### config.mk
export PLATFORM = sky130hd
export DESIGN_NAME = fuc_uart
export DESIGN_NICKNAME = d
export VERILOG_FILES = /design/src/fuc_pkg.sv /design/src/fuc_fifo.sv /design/src/fuc_uart.sv
export VERILOG_INCLUDE_DIRS = /design/src /design/src/src
export SDC_FILE = /design/constraint.sdc
export NUM_CORES = 1
export LEC_CHECK = 0
export BUFFER_PORTS_ARGS = -buffer_cell sky130_fd_sc_hd__buf_2
export CAP_MARGIN = 10
export CORE_ASPECT_RATIO = 1.75
export CORE_MARGIN = 8
export CORE_UTILIZATION = 35
export DETAILED_ROUTE_END_ITERATION = 8
export PLACE_DENSITY = 0.53
export SYNTH_ARGS = -nofsm -noshare
export SYNTH_HDL_FRONTEND = slang
export SYNTH_SLANG_ARGS = --single-unit
export TNS_END_PERCENT = 5
### constraint.sdc
create_clock -name clk -period 3.3 [get_ports clk]
set_input_delay 0.33 -clock clk [delete_from_list [all_inputs] [get_ports clk]]
set_output_delay 0.33 -clock clk [all_outputs]
set_load 0.01 [all_outputs]
### src/fuc_consts.svh
// Constants of the serial unit
`ifndef FUC_CONSTS_SVH
`define FUC_CONSTS_SVH

// Word indices, byte address = index * 4
`define FUC_IDX_CTRL 3'h0
`define FUC_IDX_STAT 3'h1
`define FUC_IDX_TXDATA 3'h2
`define FUC_IDX_RXDATA 3'h3
`define FUC_IDX_FIFOCTL 3'h4
`define FUC_IDX_BAUD 3'h5

// serial_control fields
`define FUC_CTRL_TIE 7
`define FUC_CTRL_RIE 6
`define FUC_CTRL_TE 5
`define FUC_CTRL_RE 4
`define FUC_CTRL_CKE_HI 1
`define FUC_CTRL_CKE_LO 0
`define FUC_CTRL_RST 6'h00

// serial_status fields
`define FUC_STAT_ER 7
`define FUC_STAT_TX_FIFO_LOW_FLAG 5
`define FUC_STAT_BRK 4
`define FUC_STAT_FER 3
`define FUC_STAT_PER 2
`define FUC_STAT_RDF 1
`define FUC_STAT_DR 0
`define FUC_FLAGS_RST 7'h20

// fifo_control fields
`define FUC_FCR_TXTRIG_LO 0
`define FUC_FCR_RXTRIG_LO 8
`define FUC_FCR_RXFLUSH 16
`define FUC_FCR_TXFLUSH 17
`define FUC_TXTRIG_RST 6'h08
`define FUC_RXTRIG_RST 6'h01

// Baud and oversampling
`define FUC_BAUD_RST 8'h00
`define FUC_OVS_LAST 4'hF
`define FUC_OVS_MID 4'h7
`define FUC_BIT_LAST 3'h7

`endif

### src/fuc_pkg.sv
// Serial unit types
package fuc_pkg;

    typedef enum logic [1:0] {
        RX_IDLE = 2'b00,
        RX_START = 2'b01,
        RX_DATA = 2'b10,
        RX_STOP = 2'b11
    } fucRxState_t;

    typedef enum logic [1:0] {
        TX_IDLE = 2'b00,
        TX_START = 2'b01,
        TX_DATA = 2'b10,
        TX_STOP = 2'b11
    } fucTxState_t;

    typedef struct packed {
        logic txIntEnable;
        logic rxIntEnable;
        logic transmitterOn;
        logic rxEnable;
        logic [1:0] clockEnable;
    } fucCtrl_t;

    typedef struct packed {
        logic rxFault;
        logic txFifoLow;
        logic lineBreak;
        logic framingFault;
        logic parityFault;
        logic rxFifoFull;
        logic rxDataReady;
    } fucFlags_t;

endpackage

### src/fuc_fifo.sv
// Flip-flop FIFO with flush
`timescale 1ns/1ps
`default_nettype none

module fuc_fifo #(
    parameter int WIDTH = 8,
    parameter int DEPTH = 32,
    parameter int CW = $clog2(DEPTH + 1)
) (
    input wire logic clk, // System clock
    input wire logic reset_n, // Async reset, active low
    input wire logic flush, // Empty the queue
    input wire logic inValid, // Write side offers a word
    output logic inReady, // Room for a word
    input wire logic [WIDTH-1:0] inData, // Word to store
    output logic outValid, // A word is waiting
    input wire logic outReady, // Read side takes the word
    output logic [WIDTH-1:0] outData, // Oldest word
    output logic [CW-1:0] count // Words held
);

    localparam int AW = (DEPTH > 1) ? $clog2(DEPTH) : 1;

    logic [WIDTH-1:0] mem [DEPTH];
    logic [AW-1:0] wrPtr_reg;
    logic [AW-1:0] rdPtr_reg;
    logic [CW-1:0] count_reg;
    logic doPush;
    logic doPop;

    assign inReady = (count_reg != CW'(DEPTH));
    assign outValid = (count_reg != '0);
    assign doPush = inValid & inReady;
    assign doPop = outReady & outValid;
    assign outData = mem[rdPtr_reg];
    assign count = count_reg;

    function automatic logic [AW-1:0] fucWrap(input logic [AW-1:0] p);
        fucWrap = (p == AW'(DEPTH - 1)) ? '0 : AW'(p + 1'b1);
    endfunction

    always_ff @(posedge clk or negedge reset_n) begin
        if (!reset_n) begin
            wrPtr_reg <= '0;
            rdPtr_reg <= '0;
            count_reg <= '0;
        end else if (flush) begin
            wrPtr_reg <= '0;
            rdPtr_reg <= '0;
            count_reg <= '0;
        end else begin
            if (doPush) begin
                wrPtr_reg <= fucWrap(wrPtr_reg);
            end
            if (doPop) begin
                rdPtr_reg <= fucWrap(rdPtr_reg);
            end
            if (doPush && !doPop) begin
                count_reg <= CW'(count_reg + 1'b1);
            end else if (doPop && !doPush) begin
                count_reg <= CW'(count_reg - 1'b1);
            end
        end
    end

    // Storage needs no reset; empty slots are never shown as valid
    always_ff @(posedge clk) begin
        if (doPush && !flush) begin
            mem[wrPtr_reg] <= inData;
        end
    end

endmodule

`default_nettype wire

### src/fuc_uart.sv
// Asynchronous serial unit with control enables, FIFOs and request lines
// Operation
// - Transmit enable gates FIFO-low request
// - FIFO-low request ends by refill-clear or disable
// - Receive enable gates level and fault requests
// - Receive enable low blocks all receive requests
// - Receive requests end by read-clear or disable
// - Bit 5 switches transmitter, resets off
// - Transmit waits for a queued character
// - Bit 4 switches receiver, resets off
// - Receiver off keeps receive flags unchanged
// - Reception begins only on start bit
// - Control always accessible, enables reset zero
`timescale 1ns/1ps
`default_nettype none
`include "fuc_consts.svh"

module fuc_uart #(
    parameter int DEPTH = 32,
    parameter int CW = $clog2(DEPTH + 1)
) (
    input wire logic clk, // 10 MHz system clock
    input wire logic reset_n, // Async reset, active low
    input wire logic [4:0] address, // Avalon byte address
    input wire logic read, // Avalon read
    input wire logic write, // Avalon write
    input wire logic [31:0] writedata, // Avalon write data
    input wire logic [3:0] byteenable, // Avalon byte lanes
    output var logic [31:0] readdata, // Avalon read data
    output logic waitrequest, // Avalon wait
    input wire logic rxd, // Serial receive line
    output var logic txd, // Serial transmit line
    output logic tx_space_irq, // Transmit FIFO low request
    output logic rx_level_irq, // Receive data ready or FIFO full request
    output logic rx_fault_irq, // Receive error request
    output logic line_break_irq // Line break request
);

    ////////////////////////////////////////////////////////////////////////
    // Registers and wires

    fuc_pkg::fucCtrl_t ctrl_reg;
    fuc_pkg::fucFlags_t flags_reg;
    fuc_pkg::fucFlags_t armed_reg;
    fuc_pkg::fucFlags_t wrZero;
    logic [CW-1:0] txTrig_reg;
    logic [CW-1:0] rxTrig_reg;
    logic [7:0] baudDiv_reg;
    logic [7:0] divCnt_reg;
    logic ack_reg;
    logic txFlush_reg;
    logic rxFlush_reg;
    logic [2:0] idx;
    logic accept;
    logic txStall;
    logic statWrite;
    logic ovsTick;

    logic txPush;
    logic txInReady;
    logic txOutValid;
    logic [7:0] txOutData;
    logic [CW-1:0] txCount;
    logic txPop;

    logic rxPush;
    logic rxPop;
    logic rxInReady;
    logic rxOutValid;
    logic [7:0] rxOutData;
    logic [CW-1:0] rxCount;
    logic rxDone;
    logic rxBad;

    fuc_pkg::fucRxState_t rxState_reg;
    logic [3:0] rxSub_reg;
    logic [2:0] rxBit_reg;
    logic [7:0] rxShift_reg;
    fuc_pkg::fucTxState_t txState_reg;
    logic [3:0] txSub_reg;
    logic [2:0] txBit_reg;
    logic [7:0] txShift_reg;

    // Merge write data into a register under the byte enables
    function automatic logic [31:0] fucMerge(input logic [31:0] old,
                                             input logic [31:0] wd,
                                             input logic [3:0] be);
        logic [31:0] m;
        m = old;
        for (int i = 0; i < 4; i++) begin
            if (be[i]) begin
                m[i*8 +: 8] = wd[i*8 +: 8];
            end
        end
        fucMerge = m;
    endfunction

    ////////////////////////////////////////////////////////////////////////
    // Avalon slave: one wait cycle, longer while the transmit FIFO is full

    assign idx = address[4:2];
    assign txStall = write & (idx == `FUC_IDX_TXDATA) & ~txInReady;
    assign waitrequest = (read | write) & ~ack_reg;
    assign accept = (read | write) & ack_reg;
    assign statWrite = accept & write & (idx == `FUC_IDX_STAT) & byteenable[0];
    assign txPush = accept & write & (idx == `FUC_IDX_TXDATA) & byteenable[0];
    assign rxPop = accept & read & (idx == `FUC_IDX_RXDATA) & rxOutValid;

    always_ff @(posedge clk or negedge reset_n) begin
        if (!reset_n) begin
            ack_reg <= 1'b0;
        end else begin
            ack_reg <= (read | write) & ~ack_reg & ~txStall;
        end
    end

    always_ff @(posedge clk or negedge reset_n) begin
        if (!reset_n) begin
            readdata <= 32'h0000_0000;
        end else if (read && !ack_reg) begin
            readdata <= 32'h0000_0000;
            case (idx)
                `FUC_IDX_CTRL: readdata[7:0] <= {ctrl_reg[5:2], 2'b00,
                                                  ctrl_reg[1:0]};
                `FUC_IDX_STAT: readdata[7:0] <= {flags_reg[6], 1'b0,
                                                  flags_reg[5:0]};
                `FUC_IDX_RXDATA: readdata[7:0] <= rxOutValid ? rxOutData
                                                             : 8'h00;
                `FUC_IDX_FIFOCTL: begin
                    readdata[`FUC_FCR_TXTRIG_LO +: CW] <= txTrig_reg;
                    readdata[`FUC_FCR_RXTRIG_LO +: CW] <= rxTrig_reg;
                end
                `FUC_IDX_BAUD: readdata[7:0] <= baudDiv_reg;
                default: readdata <= 32'h0000_0000;
            endcase
        end
    end

    ////////////////////////////////////////////////////////////////////////
    // Control, FIFO control and baud registers

    always_ff @(posedge clk or negedge reset_n) begin
        if (!reset_n) begin
            ctrl_reg <= `FUC_CTRL_RST;
        end else if (accept && write && (idx == `FUC_IDX_CTRL) &&
                     byteenable[0]) begin
            ctrl_reg.txIntEnable <= writedata[`FUC_CTRL_TIE];
            ctrl_reg.rxIntEnable <= writedata[`FUC_CTRL_RIE];
            ctrl_reg.transmitterOn <= writedata[`FUC_CTRL_TE];
            ctrl_reg.rxEnable <= writedata[`FUC_CTRL_RE];
            ctrl_reg.clockEnable <=
                writedata[`FUC_CTRL_CKE_HI:`FUC_CTRL_CKE_LO];
        end
    end

    always_ff @(posedge clk or negedge reset_n) begin
        if (!reset_n) begin
            txTrig_reg <= `FUC_TXTRIG_RST;
            rxTrig_reg <= `FUC_RXTRIG_RST;
            baudDiv_reg <= `FUC_BAUD_RST;
            txFlush_reg <= 1'b0;
            rxFlush_reg <= 1'b0;
        end else begin
            txFlush_reg <= 1'b0;
            rxFlush_reg <= 1'b0;
            if (accept && write && (idx == `FUC_IDX_FIFOCTL)) begin
                txTrig_reg <= fucMerge(32'h0000_0000 | txTrig_reg, writedata,
                                       byteenable)[`FUC_FCR_TXTRIG_LO +: CW];
                rxTrig_reg <= fucMerge({16'h0000, 2'b00, rxTrig_reg, 8'h00},
                                       writedata,
                                       byteenable)[`FUC_FCR_RXTRIG_LO +: CW];
                txFlush_reg <= byteenable[2] & writedata[`FUC_FCR_TXFLUSH];
                rxFlush_reg <= byteenable[2] & writedata[`FUC_FCR_RXFLUSH];
            end
            if (accept && write && (idx == `FUC_IDX_BAUD) && byteenable[0]) begin
                baudDiv_reg <= writedata[7:0];
            end
        end
    end

    // Oversampling tick, 16 per bit
    assign ovsTick = (divCnt_reg == baudDiv_reg);

    always_ff @(posedge clk or negedge reset_n) begin
        if (!reset_n) begin
            divCnt_reg <= 8'h00;
        end else if (ovsTick) begin
            divCnt_reg <= 8'h00;
        end else begin
            divCnt_reg <= 8'(divCnt_reg + 8'h01);
        end
    end

    ////////////////////////////////////////////////////////////////////////
    // Status flags: read as 1 arms a clear, a 0 written then clears

    assign wrZero = ~writedata[6:0] & {7{statWrite}} & armed_reg;
    assign rxBad = rxDone & ~rxd;

    always_ff @(posedge clk or negedge reset_n) begin
        if (!reset_n) begin
            armed_reg <= '0;
        end else if (accept && read && (idx == `FUC_IDX_STAT)) begin
            armed_reg <= flags_reg;
        end else if (statWrite) begin
            armed_reg <= armed_reg & ~wrZero;
        end
    end

    // A set in the same cycle as a clear always wins
    always_ff @(posedge clk or negedge reset_n) begin
        if (!reset_n) begin
            flags_reg <= `FUC_FLAGS_RST;
        end else begin
            // Low flag rises when a pop leaves fewer than trigger words
            if (txPop && (txCount <= txTrig_reg)) begin
                flags_reg.txFifoLow <= 1'b1;
            end else if (wrZero.txFifoLow && (txCount > txTrig_reg)) begin
                flags_reg.txFifoLow <= 1'b0;
            end
            if (rxCount >= rxTrig_reg) begin
                flags_reg.rxFifoFull <= 1'b1;
            end else if (wrZero.rxFifoFull) begin
                flags_reg.rxFifoFull <= 1'b0;
            end
            if (rxPush && (({1'b0, rxCount} + 1'b1) < {1'b0, rxTrig_reg})) begin
                flags_reg.rxDataReady <= 1'b1;
            end else if (wrZero.rxDataReady) begin
                flags_reg.rxDataReady <= 1'b0;
            end
            // Overrun counts as a reception error
            if (rxBad || (rxDone && !rxInReady)) begin
                flags_reg.rxFault <= 1'b1;
            end else if (wrZero.rxFault) begin
                flags_reg.rxFault <= 1'b0;
            end
            if (rxBad && (rxShift_reg == 8'h00)) begin
                flags_reg.lineBreak <= 1'b1;
            end else if (wrZero.lineBreak) begin
                flags_reg.lineBreak <= 1'b0;
            end
            // Framing flag follows the last character; never touched by RE
            if (rxDone) begin
                flags_reg.framingFault <= ~rxd;
            end
            flags_reg.parityFault <= 1'b0;
        end
    end

    // Plain gates: each request drops with its enable or its flag
    assign tx_space_irq = ctrl_reg.txIntEnable &
                          flags_reg.txFifoLow;
    assign rx_level_irq = ctrl_reg.rxIntEnable &
                          (flags_reg.rxFifoFull |
                           flags_reg.rxDataReady);
    assign rx_fault_irq = ctrl_reg.rxIntEnable &
                          flags_reg.rxFault;
    assign line_break_irq = ctrl_reg.rxIntEnable &
                            flags_reg.lineBreak;

    ////////////////////////////////////////////////////////////////////////
    // FIFOs

    fuc_fifo #(.WIDTH(8), .DEPTH(DEPTH), .CW(CW)) txQueue (
        .clk(clk),
        .reset_n(reset_n),
        .flush(txFlush_reg),
        .inValid(txPush),
        .inReady(txInReady),
        .inData(writedata[7:0]),
        .outValid(txOutValid),
        .outReady(txPop),
        .outData(txOutData),
        .count(txCount)
    );

    fuc_fifo #(.WIDTH(8), .DEPTH(DEPTH), .CW(CW)) rxQueue (
        .clk(clk),
        .reset_n(reset_n),
        .flush(rxFlush_reg),
        .inValid(rxPush),
        .inReady(rxInReady),
        .inData(rxShift_reg),
        .outValid(rxOutValid),
        .outReady(rxPop),
        .outData(rxOutData),
        .count(rxCount)
    );

    ////////////////////////////////////////////////////////////////////////
    // Transmitter, 8 data bits, one stop bit

    assign txPop = (txState_reg == fuc_pkg::TX_IDLE) &
                   ctrl_reg.transmitterOn & txOutValid;

    always_ff @(posedge clk or negedge reset_n) begin
        if (!reset_n) begin
            txState_reg <= fuc_pkg::TX_IDLE;
            txSub_reg <= 4'h0;
            txBit_reg <= 3'h0;
            txShift_reg <= 8'h00;
            txd <= 1'b1;
        end else if (!ctrl_reg.transmitterOn) begin
            txState_reg <= fuc_pkg::TX_IDLE;
            txd <= 1'b1;
        end else begin
            case (txState_reg)
                fuc_pkg::TX_IDLE: begin
                    if (txPop) begin
                        txShift_reg <= txOutData;
                        txState_reg <= fuc_pkg::TX_START;
                        txSub_reg <= 4'h0;
                        txBit_reg <= 3'h0;
                        txd <= 1'b0;
                    end
                end
                fuc_pkg::TX_START: begin
                    if (ovsTick) begin
                        txSub_reg <= 4'(txSub_reg + 4'h1);
                        if (txSub_reg == `FUC_OVS_LAST) begin
                            txState_reg <= fuc_pkg::TX_DATA;
                            txd <= txShift_reg[0];
                        end
                    end
                end
                fuc_pkg::TX_DATA: begin
                    if (ovsTick) begin
                        txSub_reg <= 4'(txSub_reg + 4'h1);
                        if (txSub_reg == `FUC_OVS_LAST) begin
                            txBit_reg <= 3'(txBit_reg + 3'h1);
                            if (txBit_reg == `FUC_BIT_LAST) begin
                                txState_reg <= fuc_pkg::TX_STOP;
                                txd <= 1'b1;
                            end else begin
                                txd <= txShift_reg[3'(txBit_reg + 3'h1)];
                            end
                        end
                    end
                end
                fuc_pkg::TX_STOP: begin
                    if (ovsTick) begin
                        txSub_reg <= 4'(txSub_reg + 4'h1);
                        if (txSub_reg == `FUC_OVS_LAST) begin
                            txState_reg <= fuc_pkg::TX_IDLE;
                        end
                    end
                end
                default: txState_reg <= fuc_pkg::TX_IDLE;
            endcase
        end
    end

    ////////////////////////////////////////////////////////////////////////
    // Receiver, samples at mid-bit; a full FIFO drops the character

    assign rxDone = (rxState_reg == fuc_pkg::RX_STOP) & ctrl_reg.rxEnable &
                    ovsTick & (rxSub_reg == `FUC_OVS_LAST);
    assign rxPush = rxDone & rxInReady;

    always_ff @(posedge clk or negedge reset_n) begin
        if (!reset_n) begin
            rxState_reg <= fuc_pkg::RX_IDLE;
            rxSub_reg <= 4'h0;
            rxBit_reg <= 3'h0;
            rxShift_reg <= 8'h00;
        end else if (!ctrl_reg.rxEnable) begin
            rxState_reg <= fuc_pkg::RX_IDLE;
        end else begin
            case (rxState_reg)
                fuc_pkg::RX_IDLE: begin
                    if (!rxd) begin
                        rxState_reg <= fuc_pkg::RX_START;
                        rxSub_reg <= 4'h0;
                    end
                end
                fuc_pkg::RX_START: begin
                    if (ovsTick) begin
                        rxSub_reg <= 4'(rxSub_reg + 4'h1);
                        // Glitch shorter than half a bit is no start bit
                        if (rxSub_reg == `FUC_OVS_MID) begin
                            rxSub_reg <= 4'h0;
                            rxBit_reg <= 3'h0;
                            rxState_reg <= rxd ? fuc_pkg::RX_IDLE
                                               : fuc_pkg::RX_DATA;
                        end
                    end
                end
                fuc_pkg::RX_DATA: begin
                    if (ovsTick) begin
                        rxSub_reg <= 4'(rxSub_reg + 4'h1);
                        if (rxSub_reg == `FUC_OVS_LAST) begin
                            rxShift_reg <= {rxd, rxShift_reg[7:1]};
                            rxBit_reg <= 3'(rxBit_reg + 3'h1);
                            if (rxBit_reg == `FUC_BIT_LAST) begin
                                rxState_reg <= fuc_pkg::RX_STOP;
                            end
                        end
                    end
                end
                fuc_pkg::RX_STOP: begin
                    if (ovsTick) begin
                        rxSub_reg <= 4'(rxSub_reg + 4'h1);
                        if (rxSub_reg == `FUC_OVS_LAST) begin
                            rxState_reg <= fuc_pkg::RX_IDLE;
                        end
                    end
                end
                default: rxState_reg <= fuc_pkg::RX_IDLE;
            endcase
        end
    end

endmodule

`default_nettype wire

**After elaboration in Yosys (flattened, before gate mapping)**

Memories as Yosys holds them, arrays and structs flattened. A register that Yosys moved wholly into a read port is not among the register bits.
Cells that the tools add are included.

- Output and inout bits: 38
- Memories kept: 2
- Bits in writable memories: 512
- Register bits: 123
- Input port bits: 46
- Latch bits: 0
- Word-level logic and storage cells: 304
- ROM bits: 0

Memory list:

| name | depth | width | rd ports | clocked after Yosys merged registers in | wr ports | line | text |
|---|---|---|---|---|---|---|---|
| rxQueue.mem | 32 | 8 | 1 | 0 | 1 | fuc_fifo.sv:24 | `logic [WIDTH-1:0] mem [DEPTH];` |
| txQueue.mem | 32 | 8 | 1 | 1 | 1 | fuc_fifo.sv:24 |  |

- Reduce and logical (&&, ||, !) cells: 63
- Equal/unequal tests: 50
- Shift-type cells: 0
- Multiply operators: 0
- Muxes and demuxes: 89
- Add/subtract/negate cells: 14
- Divide/modulo/power cells: 0
- Bitwise operators: 41
- Magnitude comparators: 5

Operators with widths:

| kind | count |
|---|---|
| 5-bit two-way mux | 12 |
| 3-bit != test, second input constant | 15 |
| 6-bit two-way mux | 7 |
| 2-bit two-way mux | 19 |
| 1-bit bitwise AND | 30 |
| 6-bit case mux with 5 select lines | 1 |
| 1-bit two-way mux | 24 |
| 4-bit two-way mux | 6 |
| 2-bit case mux with 4 select lines | 3 |
| 2-bit nonzero test | 12 |
| 7-bit bitwise AND | 3 |
| 3-bit two-way mux | 7 |
| 5-bit by 1-bit adder with 5-bit output, second input constant | 4 |
| 5-bit == test, second input constant | 4 |
| 1-bit logical AND | 20 |
| 8-bit two-way mux | 2 |
| 2-bit != test, second input constant | 8 |
| 8-bit AND reduction | 2 |
| 7-bit two-way mux | 2 |
| 7-bit inverter | 2 |
| 6-bit by 1-bit adder with 6-bit output, second input constant | 2 |
| 3-bit == test, second input constant | 4 |
| 6-bit != test, second input constant | 2 |
| 3-bit case mux with 2 select lines | 2 |
| 40 further kinds | 69 |

**Longest topological paths before layout**

Gate-level depths: netlist of the first run.

- Depth in word-level cells: 11
- Gate-level depth with buffers: 15
- Mapped depth without buffers: 15

**Hierarchy**

A second synthesis of the first run with hierarchy kept.

- Cells, all modules: 1595
- Area, all modules: 27637.8 µm²

Modules (own cells, without submodules):

| module | times used | cells an instance | sequential area each (µm²) | area an instance (µm²) |
|---|---|---|---|---|
| fuc_fifo at txQueue | 1 | 535 | 8087.8 | 11029.3 |
| fuc_fifo at rxQueue | 1 | 525 | 8087.8 | 10964.3 |
| fuc_uart | 1 | 535 | 2432.3 | 5644.2 |

**Least setup slack after synthesis of the first run**

Ideal clock, no wire load.

- Path kind: reg-to-reg
- From: reg rxQueue.count_reg[0] (netlist: rxQueue.count[0])
- To: reg rxQueue.count_reg[5] (netlist: rxQueue.count[5])
- Data required time: 3175 ps
- Setup slack: 55 ps
- Clock period less this slack: 3245 ps
- Buffers on the path: 1
- Cell stages (with the launch flop): 15
- Library setup time: 125 ps
- Arrival time: 3121 ps
- Cell sequence: dfrtp_1 -> inv_1 -> ha_1 -> nor4b_2 -> a21oi_1 -> nand3_1 -> buf_1 -> nand2_1 -> ha_1 -> a21o_1 -> a21oi_1 -> o21bai_1 -> a21oi_1 -> mux2i_1 -> mux2_2

- Longest elaborated chain between the ends: 7
- Elaborated cells on any way between the ends: 16
- Classes of those cells: add/sub (2); eq/ne (1); mux (3); bitwise (4); reduce/logical (6)

Ends and longest elaborated chain:

| item | line | text |
|---|---|---|
| from (decl) | fuc_fifo.sv:27 | `logic [CW-1:0] count_reg;` |
| from (signal assigned) | fuc_fifo.sv:59 | `count_reg <= CW'(count_reg + 1'b1);` |
| from (signal assigned) | fuc_fifo.sv:61 | `count_reg <= CW'(count_reg - 1'b1);` |
| parallel branches: the longest is 7 deep, another holds 6-bit by 1-bit subtractor with 6-bit output | n/a |  |

Parallel ways; which one is timed is not known. The select of a mux whose other input is x is not followed.
A chain may end at the register's enable or synchronous reset.

**Worst setup path in the final report of the first run**

- From: reg divCnt_reg[1]
- To: reg rxQueue.count_reg[5] (netlist: rxQueue.count[5])

- Longest elaborated chain between the ends: 8
- Elaborated cells on any way between the ends: 11
- Classes of those cells: eq/ne (1); mux (2); bitwise (4); reduce/logical (4)

Ends and longest elaborated chain:

| item | line | text |
|---|---|---|
| from (decl) | fuc_uart.sv:49 | `logic [7:0] divCnt_reg;` |
| from (signal assigned) | fuc_uart.sv:190 | `divCnt_reg <= 8'(divCnt_reg + 8'h01);` |
| 8-bit == test * | fuc_uart.sv:182 | `assign ovsTick = (divCnt_reg == baudDiv_reg);` |
| 1-bit bitwise AND * (2 in a row) | fuc_uart.sv:356 | `assign rxDone = (rxState_reg == fuc_pkg::RX_STOP) & ctrl_reg.rxEnable &` |
| 1-bit bitwise AND * | fuc_uart.sv:358 | `assign rxPush = rxDone & rxInReady;` |
| 1-bit bitwise AND * | fuc_fifo.sv:33 | `assign doPush = inValid & inReady;` |
| 1-bit logical AND or 1-bit logical NOT (tied branches) | fuc_fifo.sv:58, fuc_fifo.sv:60 |  |
| 6-bit two-way mux or 1-bit logical AND (tied branches) | fuc_fifo.sv:58, fuc_fifo.sv:60 |  |
| 6-bit two-way mux or 3-bit nonzero test (tied branches) | n/a |  |

Every way passes the cells marked *; elsewhere a longest branch is shown, timed or not.

==> results of run 1 <==
## logic make-up after synthesis
| logic type | synth area share |
|---|---|
| AOI/OAI and AO/OA | 0.0530 |
| xor gates and xnor gates | 0.00873 |
| adders and majority gates | 0.0264 |
| buffers and inverters | 0.0219 |
| DFF | 0.687 |
| muxes | 0.136 |
| other | 0.000138 |
| and+or+nand+nor | 0.0666 |
## critical path, cell delays in order (launching register included)
cell,delay [ns]
dfrtp_1,0.43
xor2_1,0.18
nor4_2,0.37
nand2_1,0.20
nor3_4,0.20
nand2_1,0.12
buf_4,0.16
ha_1,0.31
a21oi_2,0.16
o21bai_1,0.09
a21oi_2,0.16
mux2i_1,0.21
mux2_2,0.34
## Yosys cell counts, types with 9 or more instances
cell | n | area [um2]
mux2i_1 | 28 | 280
nand2_1 | 105 | 394
buf_1 | 12 | 45.0
o21ai_0 | 61 | 305
clkbuf_1 | 43 | 161
a22oi_1 | 33 | 248
edfxtp_1 | 512 | 15400
inv_1 | 37 | 139
and3_1 | 13 | 81.3
nor3_1 | 19 | 95.1
mux4_2 | 135 | 3040
nand3b_1 | 9 | 67.6
mux2_2 | 33 | 372
nor2_1 | 138 | 518
xor2_1 | 11 | 96.3
buf_2 | 14 | 70.1
nand2b_1 | 9 | 56.3
a21oi_1 | 57 | 285
xnor2_1 | 16 | 140
and2_1 | 10 | 62.6
o22ai_1 | 14 | 87.6
ha_1 | 54 | 676
nand3_1 | 28 | 140
buf_4 | 21 | 158
dfrtp_1 | 125 | 3130
## worst min-delay path by stage
stage	start	to	slack [ns]
finish	byteenable[2]	txFlush_reg	0.04
global route	byteenable[2]	txFlush_reg	0.01
CTS	byteenable[2]	txFlush_reg	0.008
detailed placement	reset_n	readdata[8]	0.39
global placement	reset_n	rxFlush_reg	0.39
floorplan	reset_n	ack_reg	0.03
## report_power, final
group / total, uW / internal, uW / switching, uW
Combinational: 4950 / 2330 / 2620
Clock: 7030 / 4060 / 2970
Sequential: 9640 / 9030 / 607
## timing repair
action                                  4_1_cts  5_1_grt
pin swaps                                     0        3
hold endpoints to repair                     63        0
gates resized for setup                       1        3
hold buffers                                  8        0
endpoints found under the setup margin        1        1
gates cloned                                  0        0
## cell type report
class | instances | area (um2)
antenna | 3 | 7.51
clock buffer | 76 | 1610
clock inverter | 33 | 373
fill | 7061 | 45600
inverter | 38 | 143
multi-input combinational | 901 | 7970
sequential | 641 | 18600
tap | 1027 | 1280
timing repair buffer | 196 | 1470
## through the flow
| stage | TNS (ns) | hold slack, ns | utilization | cells | worst slack (ns) |
|---|---|---|---|---|---|
| after global routing | 0 | 0.0141 | 0.409 | 2912 | 0.0146 |
| after detailed placement | -0.0460 | 0.388 | 0.381 | 2794 | -0.0460 |
| final | 0 | 0.0350 | 0.409 | 2915 | 0.264 |
| after CTS | 0 | 0.00810 | 0.408 | 2911 | 0.0644 |
| after floorplan | 0 | 0.0344 | - | 1672 | 0.0545 |
| after global placement | -0.0670 | 0.385 | 0.381 | 2794 | -0.0670 |
## layer usage
metal | vias to the layer above | share of wire
li1 | 6772 | -
met1 | 7724 | 0.35
met2 | 323 | 0.55
met3 | 132 | 0.047
met4 | 2 | 0.052
met5 | - | 0.00012
==> key figures, run 1 <==
Detailed routing
  • First-pass DRT Iterations: 5
  • Post-DRT Antenna Nets: 0
  • Vias per inst: a little over 5
  • First-iteration detailed-routing DRC count: 1026
  • DRC: 0
  • Vias: 15000
  • Routed wire length: a little under 70000 um
  • Mean routed wirelength per cell: about 23 um

Logic synthesis
  • Post-Syn Area: approximately 0.027 mm2
  • Register area share after synthesis: 0.687
  • Syn avg cell area: 16.4 um2
  • Unique cell type count in the Yosys netlist: 72
  • EDFF count, synth: 512
  • Cell count after synthesis: about 1700
  • Count of state elements after synthesis: around 640
  • Synth warn: 0
  • Ys async rst share: 0.201
  • Ys flop type: edfxtp_1

Clock tree
  • Clk_lat worst skew: between 0.6 and 0.7 ns
  • Clock transition at path regs: about 0.07 ns
  • Post-CTS Setup Bufs: 0
  • Clock Sinks: between 600 and 700
  • CTS Root Cell: clkbuf_16
  • H-tree depth: 2
  • CTS Buf Count: 60
  • Maximum clock path buffer count: 3
  • Clock tree from TritonCTS: built

Global route
  • Grt met1 use: 0.165
  • First-pass GRT wire length: between 100000 and 150000 um
  • GRT overflow: 0
  • Global Route met3 Usage: 0.0278
  • Met2 usage: 0.300
  • GRT busiest layer: met2
  • Initial antenna violation count: 6
  • Largest net degree at the start of global routing: 71
  • Gr usage total: 0.158
  • Vias in the first global route: approximately 16000

Power and ir drop
  • PwrDens: ~700 mW/mm2
  • P_leak: ~0.010 uW
  • Max VDD drop: about 0.48 mV
  • Overall power: 21600 uW

Placement
  • Area after DPL: a little under 0.03 mm2
  • Post-detail-place hpwl: roughly 47000 um
  • RD Place Congestion: around 0.83
  • Port bufs: 46

Timing
  • Final worst path period need: about 3.0 ns
  • Worst rel slew slack: 0.180
  • Hold Fails Final Rpt: 0
  • Fin crit share: 0.920
  • RSZ-0062 raised after global routing: no
  • Max Fclk: between 300 and 400 MHz
  • Slew @ Worst Pin: 1.23 ns
  • Final Skew: about 0.022 ns
  • Final setup viols: 0
  • Number of max-slew violations in the final report: 0

Die
  • Core area: 0.0770 mm2
  • Die Height: between 300 and 400 um
  • Num rows: approximately 140
  • Starting density of the core: 0.352
  • Die X: 226 um
  • Io pins: 84
  • Die Footprint: slightly below 0.09 mm2

Critical path
  • WS Path Type: flop to flop
  • Critical Path End Type: flop
  • Worst R2R Path Depth: 12
  • Crit Path Max Fanout: 5
  • Worst Setup Start Kind: flop
  • Worst R2R Start: divCnt_reg[1]
  • Required time of the critical path: roughly 3.8 ns
  • R2r setup slk: 0.26 ns
  • FF-to-FF End: rxQueue.count[5]
  • Crit path DAT: between 3 and 4 ns
  • Critical path origin: divCnt_reg[1]
  • Worst Setup EP: rxQueue.count[5]

Finish
  • Commonest non-fill, non-tap cell in the layout: edfxtp_1
  • Synth-to-layout area growth: 16.2%
  • Share of cells above drive strength 1: 0.252
  • Post-route cell area: roughly 0.031 mm2
  • Top flop regs: rxQueue.mem x256, txQueue.mem x256, readdata x14
  • Final nets: slightly below 2000
  • Commonest non-fill, non-tap cells in the layout: edfxtp_1, nor2_1, buf_4

Flow run
  • Max Cap Viol: 0

Worst hold path
  • Hold depth: 2
  • Worst min-delay path class: input port to flop

Status
  • Outcome: completed
(Power assumes the default switching activity.)
==> inputs of run 2 (changes only) <==
--- a/config.mk
+++ b/config.mk
@@ -6,6 +6,7 @@
 export SDC_FILE = /design/constraint.sdc
 export NUM_CORES = 1
 export LEC_CHECK = 0
+export ABC_AREA = 1
 export BUFFER_PORTS_ARGS = -buffer_cell sky130_fd_sc_hd__buf_2
 export CAP_MARGIN = 10
 export CORE_ASPECT_RATIO = 1.75
==> run 2 against run 1 <==
  * Hold slack better by 0.0094 ns
  * Synthesized cell count increased by 56%
  * Power up 4.9%
  * Core utilization is 0.89 points lower
  * Combinational power is 32% higher
  * Sequential share of layout area decreased by 0.57 points
  * Global-route usage up 0.81 points
  * Critical path type unchanged
==> key figures, run 2 <==
Logic synthesis
  • Syn avg cell area: ~11 um2
  • Largest cells by area after synthesis: edfxtp_1, dfrtp_1, nand2_1
  • Post-Syn Area: between 0.02 and 0.03 mm2
  • Ys async rst share: 0.201
  • Post-synth top cells: edfxtp_1, nand2_1, inv_1, nand3_1, o21ai_0
  • Post-synthesis adder-cell area fraction: 0.0255
  • EDFF count, synth: a little over 500
  • Synth warn: 0
  • Register area share after synthesis: 0.662
  • Area leader, netlist: edfxtp_1
  • Simple-Gate Fraction of Synth Area: 0.136
  • Post-synthesis compound-gate area fraction: 0.107
  • Post-synthesis xor/xnor area fraction: 0.00436
  • Count leader, synth: edfxtp_1
  • Mux cell area share after synthesis: 0.00454
  • Largest family of logic cells by synthesized area: simple AND/OR/NAND/NOR gates
  • Unique cell type count in the Yosys netlist: 51
  • Ys flop type: edfxtp_1
  • Yosys top cell area share: 0.547
  • Cell count after synthesis: approximately 2600
  • Count of state elements after synthesis: between 600 and 700

Critical path
  • Worst path buffer plus inverter count: 3
  • Worst Setup Start Kind: flop
  • WS Path Type: flop to flop
  • Critical path's slowest cell: nand4_1
  • Highest cell delay on the worst timing path: 0.43 ns
  • Top delay family on crit path: simple AND/OR/NAND/NOR gates
  • Required time of the critical path: between 3 and 4 ns
  • Crit Path Max Fanout: 8
  • Crit path DAT: around 3.2 ns
  • Critical Path End Type: flop
  • Cell chain of the critical path: ha_1 > nand2_1 > inv_1 > nand2_1 > nor2_1 > nand4_1 > inv_2 > nand2_2 > nor2_1 > buf_4

Global route
  • GRT overflow: 0
  • Vias in the first global route: slightly below 20000
  • Initial antenna violation count: 1
  • Largest net degree at the start of global routing: ~130
  • Gr usage total: 0.166
  • First-pass GRT wire length: ~120000 um

Die
  • Die X: about 230 um
  • Core area: just under 0.08 mm2
  • Num rows: 137
  • Starting density of the core: 0.353
  • Die Footprint: 0.0899 mm2
  • Io pins: 84
  • Die Height: slightly below 400 um

Timing
  • Fin crit share: 0.871
  • Number of max-slew violations in the final report: 0
  • Final setup viols: 0
  • Max Fclk: approximately 350 MHz
  • Hold Fails Final Rpt: 0
  • Final Skew: 0.0217 ns
  • Final worst path period need: about 2.9 ns
  • Slew @ Worst Pin: 0.977 ns
  • RSZ-0062 raised after global routing: no
  • Worst rel slew slack: 0.348
  • Final setup TNS: 0 ns

Clock tree
  • CTS Buf Count: 55
  • Clk_lat worst skew: 0.63 ns
  • H-tree depth: 2
  • Clock Sinks: 641
  • Post-CTS Setup Bufs: 0
  • Clock tree from TritonCTS: built
  • CTS resizes: 0
  • Clock transition at path regs: around 0.07 ns
  • Maximum clock path buffer count: 3
  • CTS Root Cell: clkbuf_16

Finish
  • Share of cells above drive strength 1: 0.0990
  • Final core utilization: 0.400
  • Final nets: about 2800
  • Synth-to-layout area growth: 13.2%
  • Top flop regs: rxQueue.mem x256, txQueue.mem x256, readdata x14
  • Ant diodes: 0
  • Commonest non-fill, non-tap cell in the layout: edfxtp_1
  • Commonest non-fill, non-tap cells in the layout: edfxtp_1, nand2_1, inv_1

Detailed routing
  • Post-DRT Antenna Nets: 0
  • Vias: 18900
  • First-iteration detailed-routing DRC count: roughly 1000
  • DRC: 0
  • First-pass DRT Iterations: 5
  • Vias per inst: approximately 5.0
  • Routed wire length: 75600 um
  • Mean routed wirelength per cell: ~20 um

Placement
  • RD Place Congestion: 0.855
  • Post-detail-place hpwl: between 50000 and 60000 um
  • Port bufs: 46

Power and ir drop
  • PwrDens: slightly above 700 mW/mm2
  • Max VDD drop: approximately 0.53 mV
  • P_leak: between 0.01 and 0.015 uW

Flow run
  • Max Cap Viol: 0

Status
  • Outcome: completed

Worst hold path
  • Worst min-delay path class: input port to flop
## run 2: cell count changes in the layout (fill, tap and decap cells not counted), sizes merged, moves of 16 or more
cell    change
o211ai     +93
a22oi      -33
mux2       -24
o22ai      +16
nand3     +205
buf        -38
nand2     +339
a21oi     +113
inv       +241
nor2       +70
mux4      -135
o21ai     +159
mux2i      -28
## run 2: worst register-to-register path, delay by kind of cell (launching register included)
kind,cells,cell delay [ns]
fa+ha+maj,1,0.19
buf+inv,3,0.57
simple gates,6,1.44
flops,1,0.40
## run 2: final timing paths
kind	start	end	slack (ns)	cells after the start
worst max-delay path	rxSub_reg[0]	rxQueue.mem[26][1]	0.42	10
worst min-delay path	rxd	rxShift_reg[7]	0.04	2
worst min register to register	readdata[12]	readdata[12]	0.48	2
worst max register to register	rxSub_reg[0]	rxQueue.mem[26][1]	0.42	10
min in group asynchronous	reset_n	txQueue.count[2]	0.29	2
max in group asynchronous	reset_n	txQueue.rdPtr_reg[1]	2.09	3
## run 2: cells by family (layout without fill, tap and decap cells)
| family | Yosys count | after routing |
|---|---|---|
| simple gates | 911 | 911 |
| flops | 641 | 641 |
| compound gates | 536 | 536 |
| buf+inv | 412 | 542 |
| fa+ha+maj | 56 | 56 |
| xor+xnor | 14 | 14 |
| mux | 9 | 9 |
| other cells | 1 | 18 |
## run 2: routing by layer
| metal | routed length (um) | global-route usage |
|---|---|---|
| met5 | 0 | 0 |
| met4 | 4760 | 0.0982 |
| met3 | 2430 | 0.0177 |
| met2 | 41500 | 0.322 |
| met1 | 26900 | 0.169 |
## run 2: per-stage QoR
step	cells	setup slack, ns	hold slack (ns)	total power [uW]	instance area, um2
finish	3769	0.425	0.0445	22700	31800
global placement	3656	0.477	0.335	16300	29900
floorplan	2597	0.852	0.0344	14200	28200
global route	3769	0.257	0.0390	24000	31800
CTS	3769	0.425	0.00490	22900	31800
detailed placement	3656	0.435	0.347	16500	29900
## run 2: cell type report
| type | instances | area, um2 |
|---|---|---|
| fillers | 7713 | 47700 |
| flip-flops and latches | 641 | 18600 |
| multi-input cells | 1544 | 7870 |
| clock buffers | 72 | 1470 |
| well taps | 1042 | 1300 |
| repair buffers | 161 | 1210 |
| inverters | 279 | 1050 |
| clock inverters | 30 | 262 |
## run 2: report_power, final
group	switching, uW	total [uW]	internal, uW
sequential	594	9720	9120
combinational	4440	6550	2110
clock	3010	6410	3400
## run 2: repair_timing
item / CTS / global route
hold buffers: 11 / 0
setup endpoints to repair: 0 / 0
hold endpoints to repair: 62 / 0
